==> src/cwd_pkg.sv <==
// shared constants and types for the core watchdog and reset-cause block
package cwd_pkg;

    // register byte offsets on the apb bus
    localparam logic [11:0] CWD_OFS_CAUSE = 12'h000;
    localparam logic [11:0] CWD_OFS_CTRL = 12'h004;
    localparam logic [11:0] CWD_OFS_SVC = 12'h008;
    localparam logic [11:0] CWD_OFS_ISTAT = 12'h00c;
    localparam logic [11:0] CWD_OFS_IMASK = 12'h010;

    // watchdog_control field positions
    localparam int CWD_CTRL_EN_BIT = 7;
    localparam int CWD_CTRL_RI_BIT = 6;
    localparam int CWD_CTRL_TSEL_MSB = 5;
    localparam int CWD_CTRL_TSEL_LSB = 3;
    localparam int CWD_CTRL_BACK_EN_BIT = 2;
    localparam int CWD_CTRL_BACK_OCC_BIT = 1;
    localparam int CWD_CTRL_TIF_BIT = 0;

    // core_reset_cause field position
    localparam int CWD_CAUSE_EXT_BIT = 7;

    // irq_status / irq_mask field positions
    localparam int CWD_IRQ_TMO_BIT = 0;
    localparam int CWD_IRQ_BACK_BIT = 1;

    // reset values
    localparam logic [7:0] CWD_CAUSE_RST = 8'h00;
    localparam logic [1:0] CWD_ISTAT_RST = 2'h0;
    localparam logic [1:0] CWD_IMASK_RST = 2'h0;
    localparam logic [31:0] CWD_CNT_RST = 32'h0000_0000;

    // service sequence keys
    localparam logic [7:0] CWD_SVC_KEY1 = 8'h55;
    localparam logic [7:0] CWD_SVC_KEY2 = 8'haa;

    // timeout exponents, index = timeout_select code
    localparam logic [7:0][4:0] CWD_TMO_EXP = {
        5'h1f, 5'h1b, 5'h17, 5'h13, 5'h0f, 5'h0d, 5'h0b, 5'h09
    };

    // cycles after reset release before the cause is recorded; the
    // filtered pin settles on the fourth edge, so record on the fifth
    localparam logic [2:0] CWD_BOOT_CYC = 3'h5;

    typedef struct packed {
        logic en;
        logic [2:0] tsel;
        logic back_en;
        logic back_occ;
        logic tif;
    } cwd_ctrl_t;

    localparam cwd_ctrl_t CWD_CTRL_RST = '{
        en: 1'b0, tsel: 3'h0, back_en: 1'b0, back_occ: 1'b0, tif: 1'b0
    };

    typedef struct packed {
        logic psel;
        logic penable;
        logic pwrite;
        logic [11:0] paddr;
        logic [31:0] pwdata;
    } cwd_apb_req_t;

    typedef struct packed {
        logic [31:0] prdata;
        logic pready;
        logic pslverr;
    } cwd_apb_rsp_t;

    typedef enum logic {
        CWD_SVC_IDLE,
        CWD_SVC_ARMED
    } cwd_svc_st_t;

endpackage

==> src/cwd_sync3.sv <==
// three-stage synchroniser with agreement filter for one pin input
`timescale 1ns/1ns
module cwd_sync3 (
    input wire logic clk,
    input wire logic rst,
    input wire logic din,
    output logic dout
);

    typedef struct packed {
        logic s1;
        logic s2;
        logic s3;
        logic q;
    } cwd_sync_st_t;

    cwd_sync_st_t s_r;
    cwd_sync_st_t s_nxt;

    always_comb begin
        s_nxt = s_r;
        s_nxt.s1 = din;
        s_nxt.s2 = s_r.s1;
        s_nxt.s3 = s_r.s2;
        // only stages two and three are compared, never the first
        if (s_r.s2 == s_r.s3) begin
            s_nxt.q = s_r.s3;
        end
    end

    always_ff @(posedge clk or posedge rst) begin
        if (rst) begin
            s_r <= '0;
        end else begin
            s_r <= s_nxt;
        end
    end

    assign dout = s_r.q;

endmodule // cwd_sync3

==> src/cwd_service.sv <==
// two-key service sequence detector for the watchdog
`timescale 1ns/1ns
module cwd_service (
    input wire logic clk,
    input wire logic rst,
    input wire logic wr,
    input wire logic [7:0] wdata,
    output logic done
);

    typedef struct packed {
        cwd_pkg::cwd_svc_st_t st;
    } cwd_svc_state_t;

    cwd_svc_state_t s_r;
    cwd_svc_state_t s_nxt;

    always_comb begin
        s_nxt = s_r;
        done = 1'b0;
        if (wr) begin
            unique case (s_r.st)
                cwd_pkg::CWD_SVC_IDLE: begin
                    if (wdata == cwd_pkg::CWD_SVC_KEY1) begin
                        s_nxt.st = cwd_pkg::CWD_SVC_ARMED;
                    end
                end
                cwd_pkg::CWD_SVC_ARMED: begin
                    // other writes between the keys keep the sequence armed
                    if (wdata == cwd_pkg::CWD_SVC_KEY2) begin
                        done = 1'b1;
                        s_nxt.st = cwd_pkg::CWD_SVC_IDLE;
                    end
                end
            endcase
        end
    end

    always_ff @(posedge clk or posedge rst) begin
        if (rst) begin
            s_r <= '{st: cwd_pkg::CWD_SVC_IDLE};
        end else begin
            s_r <= s_nxt;
        end
    end

endmodule // cwd_service

==> src/cwd_core.sv <==
// core watchdog timer with reset-cause register behind an apb slave
`timescale 1ns/1ns

// Notes on behaviour
// - reset cause records the latest reset kind once reset has completed
// - at most one reset-cause bit is ever set
// - writing one clears a reset-cause bit, writing zero leaves it
// - bit 7 marks an external reset, other cause bits reset to zero
// - watchdog counts only while enable bit 7 is set, cleared by reset
// - missing service within the period sets the timeout flag and irq
// - writing 0x55 then 0xaa to the service register restarts the count unless a timeout is pending
// - unacknowledged irq after another period pulses bus acknowledge
// - bus acknowledge sets the bus-ack-occurred flag
// - count compared continuously with the selected period
// - enable, select and bus-ack-enable writes are ignored while a timeout is pending
// - reset-or-irq select bit 6 is fixed at zero
// - select codes 0 to 3 give 2^9, 2^11, 2^13, 2^15 clocks
// - select codes 4 to 7 give 2^19, 2^23, 2^27, 2^31 clocks
// - timeout flag bit 0 is write-one-to-clear
// - bus-ack-occurred flag bit 1 is write-one-to-clear
// - service writes after a timeout do not clear the pending flag
module cwd_core #(
    parameter logic [7:0][4:0] TMO_EXP = cwd_pkg::CWD_TMO_EXP
) (
    input wire logic clk,
    input wire logic rst,
    input cwd_pkg::cwd_apb_req_t apb_req,
    output cwd_pkg::cwd_apb_rsp_t apb_rsp,
    input wire logic ext_reset_src,
    input wire logic irq_ack,
    output logic wdog_irq_req,
    output logic bus_cycle_acknowledge,
    output logic irq
);

    typedef struct packed {
        logic [31:0] cnt;
        cwd_pkg::cwd_ctrl_t ctrl;
        logic [7:0] cause;
        logic [2:0] boot;
        logic [1:0] istat;
        logic [1:0] imask;
        logic [31:0] rdata;
        logic slverr;
        logic back;
    } cwd_state_t;

    cwd_state_t s_r;
    cwd_state_t s_nxt;

    logic ext_q;
    logic setup;
    logic wr;
    logic svc_wr;
    logic svc_done;
    logic pending;
    logic hit;
    logic tif_set;
    logic tif_clr;
    logic [31:0] period;

    ////////////////////////////////////////////////////////////////////////
    // helpers

    function automatic logic [31:0] tmo_period(input logic [2:0] sel);
        tmo_period = 32'h1 << TMO_EXP[sel];
    endfunction

    function automatic logic ofs_is(input logic [11:0] addr,
                                    input logic [11:0] ofs);
        ofs_is = (addr == ofs);
    endfunction

    ////////////////////////////////////////////////////////////////////////
    // submodules

    cwd_sync3 u_ext_sync (
        .clk(clk),
        .rst(rst),
        .din(ext_reset_src),
        .dout(ext_q)
    );

    assign setup = apb_req.psel & ~apb_req.penable;
    assign wr = apb_req.psel & apb_req.penable & apb_req.pwrite;
    assign svc_wr = wr & ofs_is(apb_req.paddr, cwd_pkg::CWD_OFS_SVC);

    cwd_service u_service (
        .clk(clk),
        .rst(rst),
        .wr(svc_wr),
        .wdata(apb_req.pwdata[7:0]),
        .done(svc_done)
    );

    ////////////////////////////////////////////////////////////////////////
    // next state

    assign pending = s_r.ctrl.tif;
    assign period = tmo_period(s_r.ctrl.tsel);
    // >= so a shorter select takes hold at once, even past the new end
    assign hit = s_r.ctrl.en & (s_r.cnt >= period - 32'h1);
    assign tif_set = hit & ~pending & ~svc_done;
    assign tif_clr = irq_ack | (wr & apb_req.pwdata[cwd_pkg::CWD_CTRL_TIF_BIT]
        & ofs_is(apb_req.paddr, cwd_pkg::CWD_OFS_CTRL));

    always_comb begin
        s_nxt = s_r;
        s_nxt.back = 1'b0;

        // boot counter waits for the filtered pin to settle after release
        if (s_r.boot != cwd_pkg::CWD_BOOT_CYC) begin
            s_nxt.boot = s_r.boot + 3'h1;
        end

        // register writes take effect in the access cycle
        if (wr) begin
            if (ofs_is(apb_req.paddr, cwd_pkg::CWD_OFS_CAUSE)) begin
                s_nxt.cause = s_nxt.cause & ~apb_req.pwdata[7:0];
            end
            if (ofs_is(apb_req.paddr, cwd_pkg::CWD_OFS_CTRL)) begin
                if (!pending) begin
                    s_nxt.ctrl.en = apb_req.pwdata[cwd_pkg::CWD_CTRL_EN_BIT];
                    s_nxt.ctrl.tsel = apb_req.pwdata[
                        cwd_pkg::CWD_CTRL_TSEL_MSB:cwd_pkg::CWD_CTRL_TSEL_LSB];
                    s_nxt.ctrl.back_en =
                        apb_req.pwdata[cwd_pkg::CWD_CTRL_BACK_EN_BIT];
                end
                if (apb_req.pwdata[cwd_pkg::CWD_CTRL_BACK_OCC_BIT]) begin
                    s_nxt.ctrl.back_occ = 1'b0;
                end
            end
            if (ofs_is(apb_req.paddr, cwd_pkg::CWD_OFS_ISTAT)) begin
                s_nxt.istat = s_r.istat & ~apb_req.pwdata[1:0];
            end
            if (ofs_is(apb_req.paddr, cwd_pkg::CWD_OFS_IMASK)) begin
                s_nxt.imask = apb_req.pwdata[1:0];
            end
        end
        // recorded after the write clears, so a new cause always lands
        if (s_r.boot == cwd_pkg::CWD_BOOT_CYC - 3'h1) begin
            // a new cause replaces the whole register
            s_nxt.cause = cwd_pkg::CWD_CAUSE_RST;
            s_nxt.cause[cwd_pkg::CWD_CAUSE_EXT_BIT] = ext_q;
        end
        if (tif_clr) begin
            s_nxt.ctrl.tif = 1'b0;
        end

        // counter and timeout events; events are applied after the clears
        if (svc_done && !pending) begin
            s_nxt.cnt = cwd_pkg::CWD_CNT_RST;
        end else if (s_r.ctrl.en) begin
            if (hit) begin
                // each period end starts the next one from zero
                s_nxt.cnt = cwd_pkg::CWD_CNT_RST;
                if (!pending) begin
                    // never a device reset, always an interrupt
                    s_nxt.ctrl.tif = 1'b1;
                    s_nxt.istat[cwd_pkg::CWD_IRQ_TMO_BIT] = 1'b1;
                end else if (s_r.ctrl.back_en) begin
                    s_nxt.back = 1'b1;
                    s_nxt.ctrl.back_occ = 1'b1;
                    s_nxt.istat[cwd_pkg::CWD_IRQ_BACK_BIT] = 1'b1;
                end
            end else begin
                s_nxt.cnt = s_r.cnt + 32'h1;
            end
        end
        // a service write while pending leaves the flag alone

        // read data and error are prepared in the setup cycle
        if (setup) begin
            s_nxt.slverr = 1'b0;
            s_nxt.rdata = 32'h0000_0000;
            unique case (apb_req.paddr)
                cwd_pkg::CWD_OFS_CAUSE: s_nxt.rdata[7:0] = s_r.cause;
                cwd_pkg::CWD_OFS_CTRL: begin
                    s_nxt.rdata[cwd_pkg::CWD_CTRL_EN_BIT] = s_r.ctrl.en;
                    s_nxt.rdata[cwd_pkg::CWD_CTRL_RI_BIT] = 1'b0;
                    s_nxt.rdata[cwd_pkg::CWD_CTRL_TSEL_MSB:
                        cwd_pkg::CWD_CTRL_TSEL_LSB] = s_r.ctrl.tsel;
                    s_nxt.rdata[cwd_pkg::CWD_CTRL_BACK_EN_BIT] =
                        s_r.ctrl.back_en;
                    s_nxt.rdata[cwd_pkg::CWD_CTRL_BACK_OCC_BIT] =
                        s_r.ctrl.back_occ;
                    s_nxt.rdata[cwd_pkg::CWD_CTRL_TIF_BIT] = s_r.ctrl.tif;
                end
                cwd_pkg::CWD_OFS_SVC: s_nxt.rdata = 32'h0000_0000;
                cwd_pkg::CWD_OFS_ISTAT: s_nxt.rdata[1:0] = s_r.istat;
                cwd_pkg::CWD_OFS_IMASK: s_nxt.rdata[1:0] = s_r.imask;
                default: s_nxt.slverr = 1'b1;
            endcase
        end
    end

    ////////////////////////////////////////////////////////////////////////
    // state register

    always_ff @(posedge clk or posedge rst) begin
        if (rst) begin
            s_r.cnt <= cwd_pkg::CWD_CNT_RST;
            s_r.ctrl <= cwd_pkg::CWD_CTRL_RST;
            s_r.cause <= cwd_pkg::CWD_CAUSE_RST;
            s_r.boot <= 3'h0;
            s_r.istat <= cwd_pkg::CWD_ISTAT_RST;
            s_r.imask <= cwd_pkg::CWD_IMASK_RST;
            s_r.rdata <= 32'h0000_0000;
            s_r.slverr <= 1'b0;
            s_r.back <= 1'b0;
        end else begin
            s_r <= s_nxt;
        end
    end

    ////////////////////////////////////////////////////////////////////////
    // outputs

    // zero wait states keep the slave simple; reads see setup-time state
    assign apb_rsp.prdata = s_r.rdata;
    assign apb_rsp.pready = 1'b1;
    assign apb_rsp.pslverr = s_r.slverr & apb_req.psel & apb_req.penable;
    assign wdog_irq_req = s_r.ctrl.tif;
    assign bus_cycle_acknowledge = s_r.back;
    assign irq = |(s_r.istat & s_r.imask);
endmodule // cwd_core

==> config.mk <==
export PLATFORM = sky130hd
export DESIGN_NAME = cwd_core
export DESIGN_NICKNAME = d
export VERILOG_FILES = /design/src/cwd_pkg.sv /design/src/cwd_sync3.sv /design/src/cwd_service.sv /design/src/cwd_core.sv
export SDC_FILE = /design/constraint.sdc
export NUM_CORES = 1
export LEC_CHECK = 0
export ABC_AREA = 1
export BUFFER_PORTS_ARGS = -buffer_cell sky130_fd_sc_hd__buf_2
export CELL_PAD_IN_SITES_DETAIL_PLACEMENT = 0
export CELL_PAD_IN_SITES_GLOBAL_PLACEMENT = 2
export CORE_ASPECT_RATIO = 0.5
export CORE_MARGIN = 10
export CORE_UTILIZATION = 32
export DETAILED_ROUTE_END_ITERATION = 10
export GPL_TIMING_DRIVEN = 0
export MAX_ROUTING_LAYER = met4
export PLACE_DENSITY = 0.83
export SYNTH_ARGS = -nofsm -noshare
export SYNTH_HDL_FRONTEND = slang
export SYNTH_HIERARCHICAL = 1
export SYNTH_SLANG_ARGS = --single-unit
==> constraint.sdc <==
create_clock -name clk -period 2.4 [get_ports clk]
set_input_delay 0.24 -clock clk [delete_from_list [all_inputs] [get_ports clk]]
set_output_delay 0.24 -clock clk [all_outputs]
set_load 0.005 [all_outputs]
==> metrics <==
Post-Synth Simple-Gate Area=0.269; CTS Buf Count=9; clk sink count=69; Flop pwr share=0.417; layout overhead on the synthesized area=19.8%; final period utilization=0.941; CP peak stage delay=just over 0.4 ns; R2R setup slack=0.14 ns; main combinational cell family by area after synthesis=simple AND/OR/NAND/NOR gates; core area=0.0146 mm²; Max Cap Violations=0; final net count=808; initial antenna violation count=0; XOR/XNOR share of the synthesized area=0.0472; commonest non-fill, non-tap cells in the layout=nand2_1 (142), inv_1 (78), dfrtp_1 (68); r2r worst-path depth=11; WL per Instance=14.1 µm; Yosys warning count=6; Synth Cell Area=0.00483 mm²; Slew Limit Headroom=0.442; FF-to-FF Start=s_r[53]; Vias per Instance=4.52; fraction of layout cells with a size suffix above 1=0.176; Die Wd=194 µm; antenna-violating nets left=0; DP Wirelength=10300 µm; final worst slack=0.142 ns; minimum clock period=between 2 and 2.5 ns; WL final=about 13000 µm; Top-Level Pins=88; drt pass-1 iters=4; worst hold margin=0.169 ns; post-synth top area share=0.358; Hold Path Cell Cnt=3; DP Area=roughly 0.0054 mm²; Seq/Total Area, Yosys=0.358; TNS Setup=0 ns; CP Capture Type=flop; clock share of power=0.443; Comb pwr share=0.140; Residual DRC=0; post-synthesis adder-cell area fraction=0.0907; largest net degree at the start of global routing=65; worst-skew pair later-pin latency=0.34 ns; global-route usage over all layers=0.130; most common cell after layout, fill and taps aside=nand2_1; critical path type=reg -> reg; routability cong.=~0.8; type of the most critical hold path=in -> reg; Yosys top cell by area=dfrtp_1; Pwr Total=3.21 mW; Min-Delay Startpoint=apb_req[3]; clock-pin slew on the worst setup and hold paths=0.06 ns; number of inserted diodes=0; CTS tree=built; mux share of post-synthesis cell area=0.00674; Setup-failing EPs final=0; clock buffer depth=2; Slowest cell on crit path=dfrtp_1; final hold violations=0; CP Cell Sequence=o21ai_0 > or2_2 > ha_1 > nand2_1 > nor2_2 > nand4_1 > nor2_2 > nand2_1 > nand3_4 > buf_6 > o22ai_1; Total Die Area=between 0.02 and 0.025 mm²; initial DRC count=168; internal power=roughly 2.3 mW; power per cell area=555 mW/mm²; vias in the first global route=4131; die height=107 µm; area fraction in compound gates after synthesis=0.0998; net switching power=between 800 and 900 µW; effective utilization at floorplan=0.330; Area contributors post-synth=dfrtp_1 (36%), nand2_1 (11%), ha_1 (9.1%); pre-CTS setup slack=-0.318 ns; first-pass GRT wire length=21400 µm; H-tree depth=3; post-synth cell types=33; worst vdd ir=288 µV; row cnt=31; number of port buffers=38; outcome=completed; net switching share of the total power=0.271; Layout Skew=0.00535 ns; Slew Viols, Final=0; Hold Path End=s_r[52]; Finished Cell Area=0.00578 mm²; Vias=4178; Slew @ Worst Pin=approximately 0.84 ns; WP data arrival=2.46 ns; Leak=2.92 nW; critical path peak fanout=10; Syn Area/Cell=7.53 µm²; Req. time, crit path=about 2.6 ns; CTS root buf=clkbuf_16; critical path startpoint category=flop; Gate Count Post-Synth=641; RSZ-0062 raised after global routing=false; Highest Clock Rate=0.443 GHz; Reg-to-Reg End=s_r[75]; GR Overflow Total=0; Synth Register Bits=between 60 and 70
worst max path at each step:
stage                           start       to  slack, ns  cells after the start
after CTS                     s_r[54]  s_r[81]       0.03                     11
after floorplan               s_r[52]  s_r[78]       0.29                     12
after global placement            rst  s_r[86]      -0.53                      2
after global routing      apb_req[41]  s_r[69]       0.01                     16
final                         s_r[53]  s_r[75]       0.14                     11
after detailed placement  apb_req[41]  s_r[75]      -0.32                     16
final cells by class:
type	count	area, µm²
inverters	82	310
plain buffers	43	334
flip-flops and latches	69	1730
well taps	198	248
fillers	1552	8840
clock buffers	10	229
repair buffers	42	225
clock inverters	6	87.6
multi-input cells	475	2620
sequential cells by signal, summed over array words and instances, names as in the netlist:
name,cells
wdog_irq_req,1
u_service/s_r,1
bus_cycle_acknowledge,1
u_ext_sync/s_r,1
apb_rsp,8
u_ext_sync/dout,1
s_r,54
u_ext_sync/s_nxt,2
metrics by stage:
| stage | std cells | utilization |
|---|---|---|
| after floorplan | 670 | - |
| after global placement | 906 | 0.367 |
| after detailed placement | 906 | 0.368 |
| after CTS | 924 | 0.392 |
| after global routing | 925 | 0.395 |
| final | 925 | 0.395 |
cell families (layout without fill, tap and decap cells):
group	after synthesis	count (layout)
DFF	69	69
AOI/OAI and AO/OA	88	88
adders and majority gates	35	35
other	2	31
and+or+nand+nor	292	292
buffers and inverters	126	183
muxes	3	3
xor gates and xnor gates	26	26
repair_timing:
| action | CTS | global route |
|---|---|---|
| gates resized for setup | 6 | 20 |
| setup buffers | 1 | 1 |
| hold endpoints to repair | 6 | 0 |
| hold buffers | 2 | 0 |
| pin swaps | 0 | 2 |
| endpoints found under the setup margin | 37 | 35 |
synthesized netlist by cell type:
| cell | n |
|---|---|
| nand2_1 | 142 |
| a21oi_1 | 22 |
| nor3_1 | 14 |
| nand2_2 | 4 |
| nor2_2 | 4 |
| nor4_1 | 2 |
| a21o_1 | 2 |
| inv_2 | 2 |
| clkinv_1 | 1 |
| nand4_1 | 12 |
| or2_2 | 2 |
| nand3_1 | 38 |
| buf_4 | 37 |
| ha_1 | 35 |
| inv_1 | 79 |
| nor3_2 | 5 |
| clkbuf_1 | 7 |
| o2111ai_1 | 1 |
| nor2_4 | 3 |
| o211ai_1 | 2 |
| mux2i_1 | 1 |
| dfrtp_1 | 69 |
| o21ai_1 | 10 |
| nor3_4 | 1 |
| o21ai_0 | 30 |
| nor2_1 | 63 |
| mux2_2 | 2 |
| conb_1 | 2 |
| o22ai_1 | 20 |
| xor2_1 | 25 |
| nand3_2 | 2 |
| o21a_1 | 1 |
| xnor2_1 | 1 |
critical path, delay by kind of cell (launching register included):
kind                     cells  cell delay, ns
AND/OR/NAND/NOR              7            1.00
flip-flops                   1            0.41
adder cells (fa/ha/maj)      1            0.30
AO/OA/AOI/OAI                2            0.25
buffers and inverters        1            0.16
per-layer routing:
layer | GRT usage | vias up | wire, µm
li1 | - | 2194 | -
met1 | 0.164 | 1870 | 6520
met2 | 0.202 | 96 | 5710
met3 | 0.0308 | 18 | 617
met4 | 0.0424 | 0 | 212
met5 | - | - | 0
power by group through the flow:
stage          registers [mW]  clock network, mW  logic, mW
2_1_floorplan            1.33                  0      0.334
3_3_place_gp             1.36                  0      0.435
3_5_place_dp             1.36                  0      0.440
4_1_cts                  1.34               1.46      0.447
5_1_grt                  1.35               1.51      0.525
6_report                 1.34               1.42      0.449
Note: power is estimated with default switching activity, not from simulation.
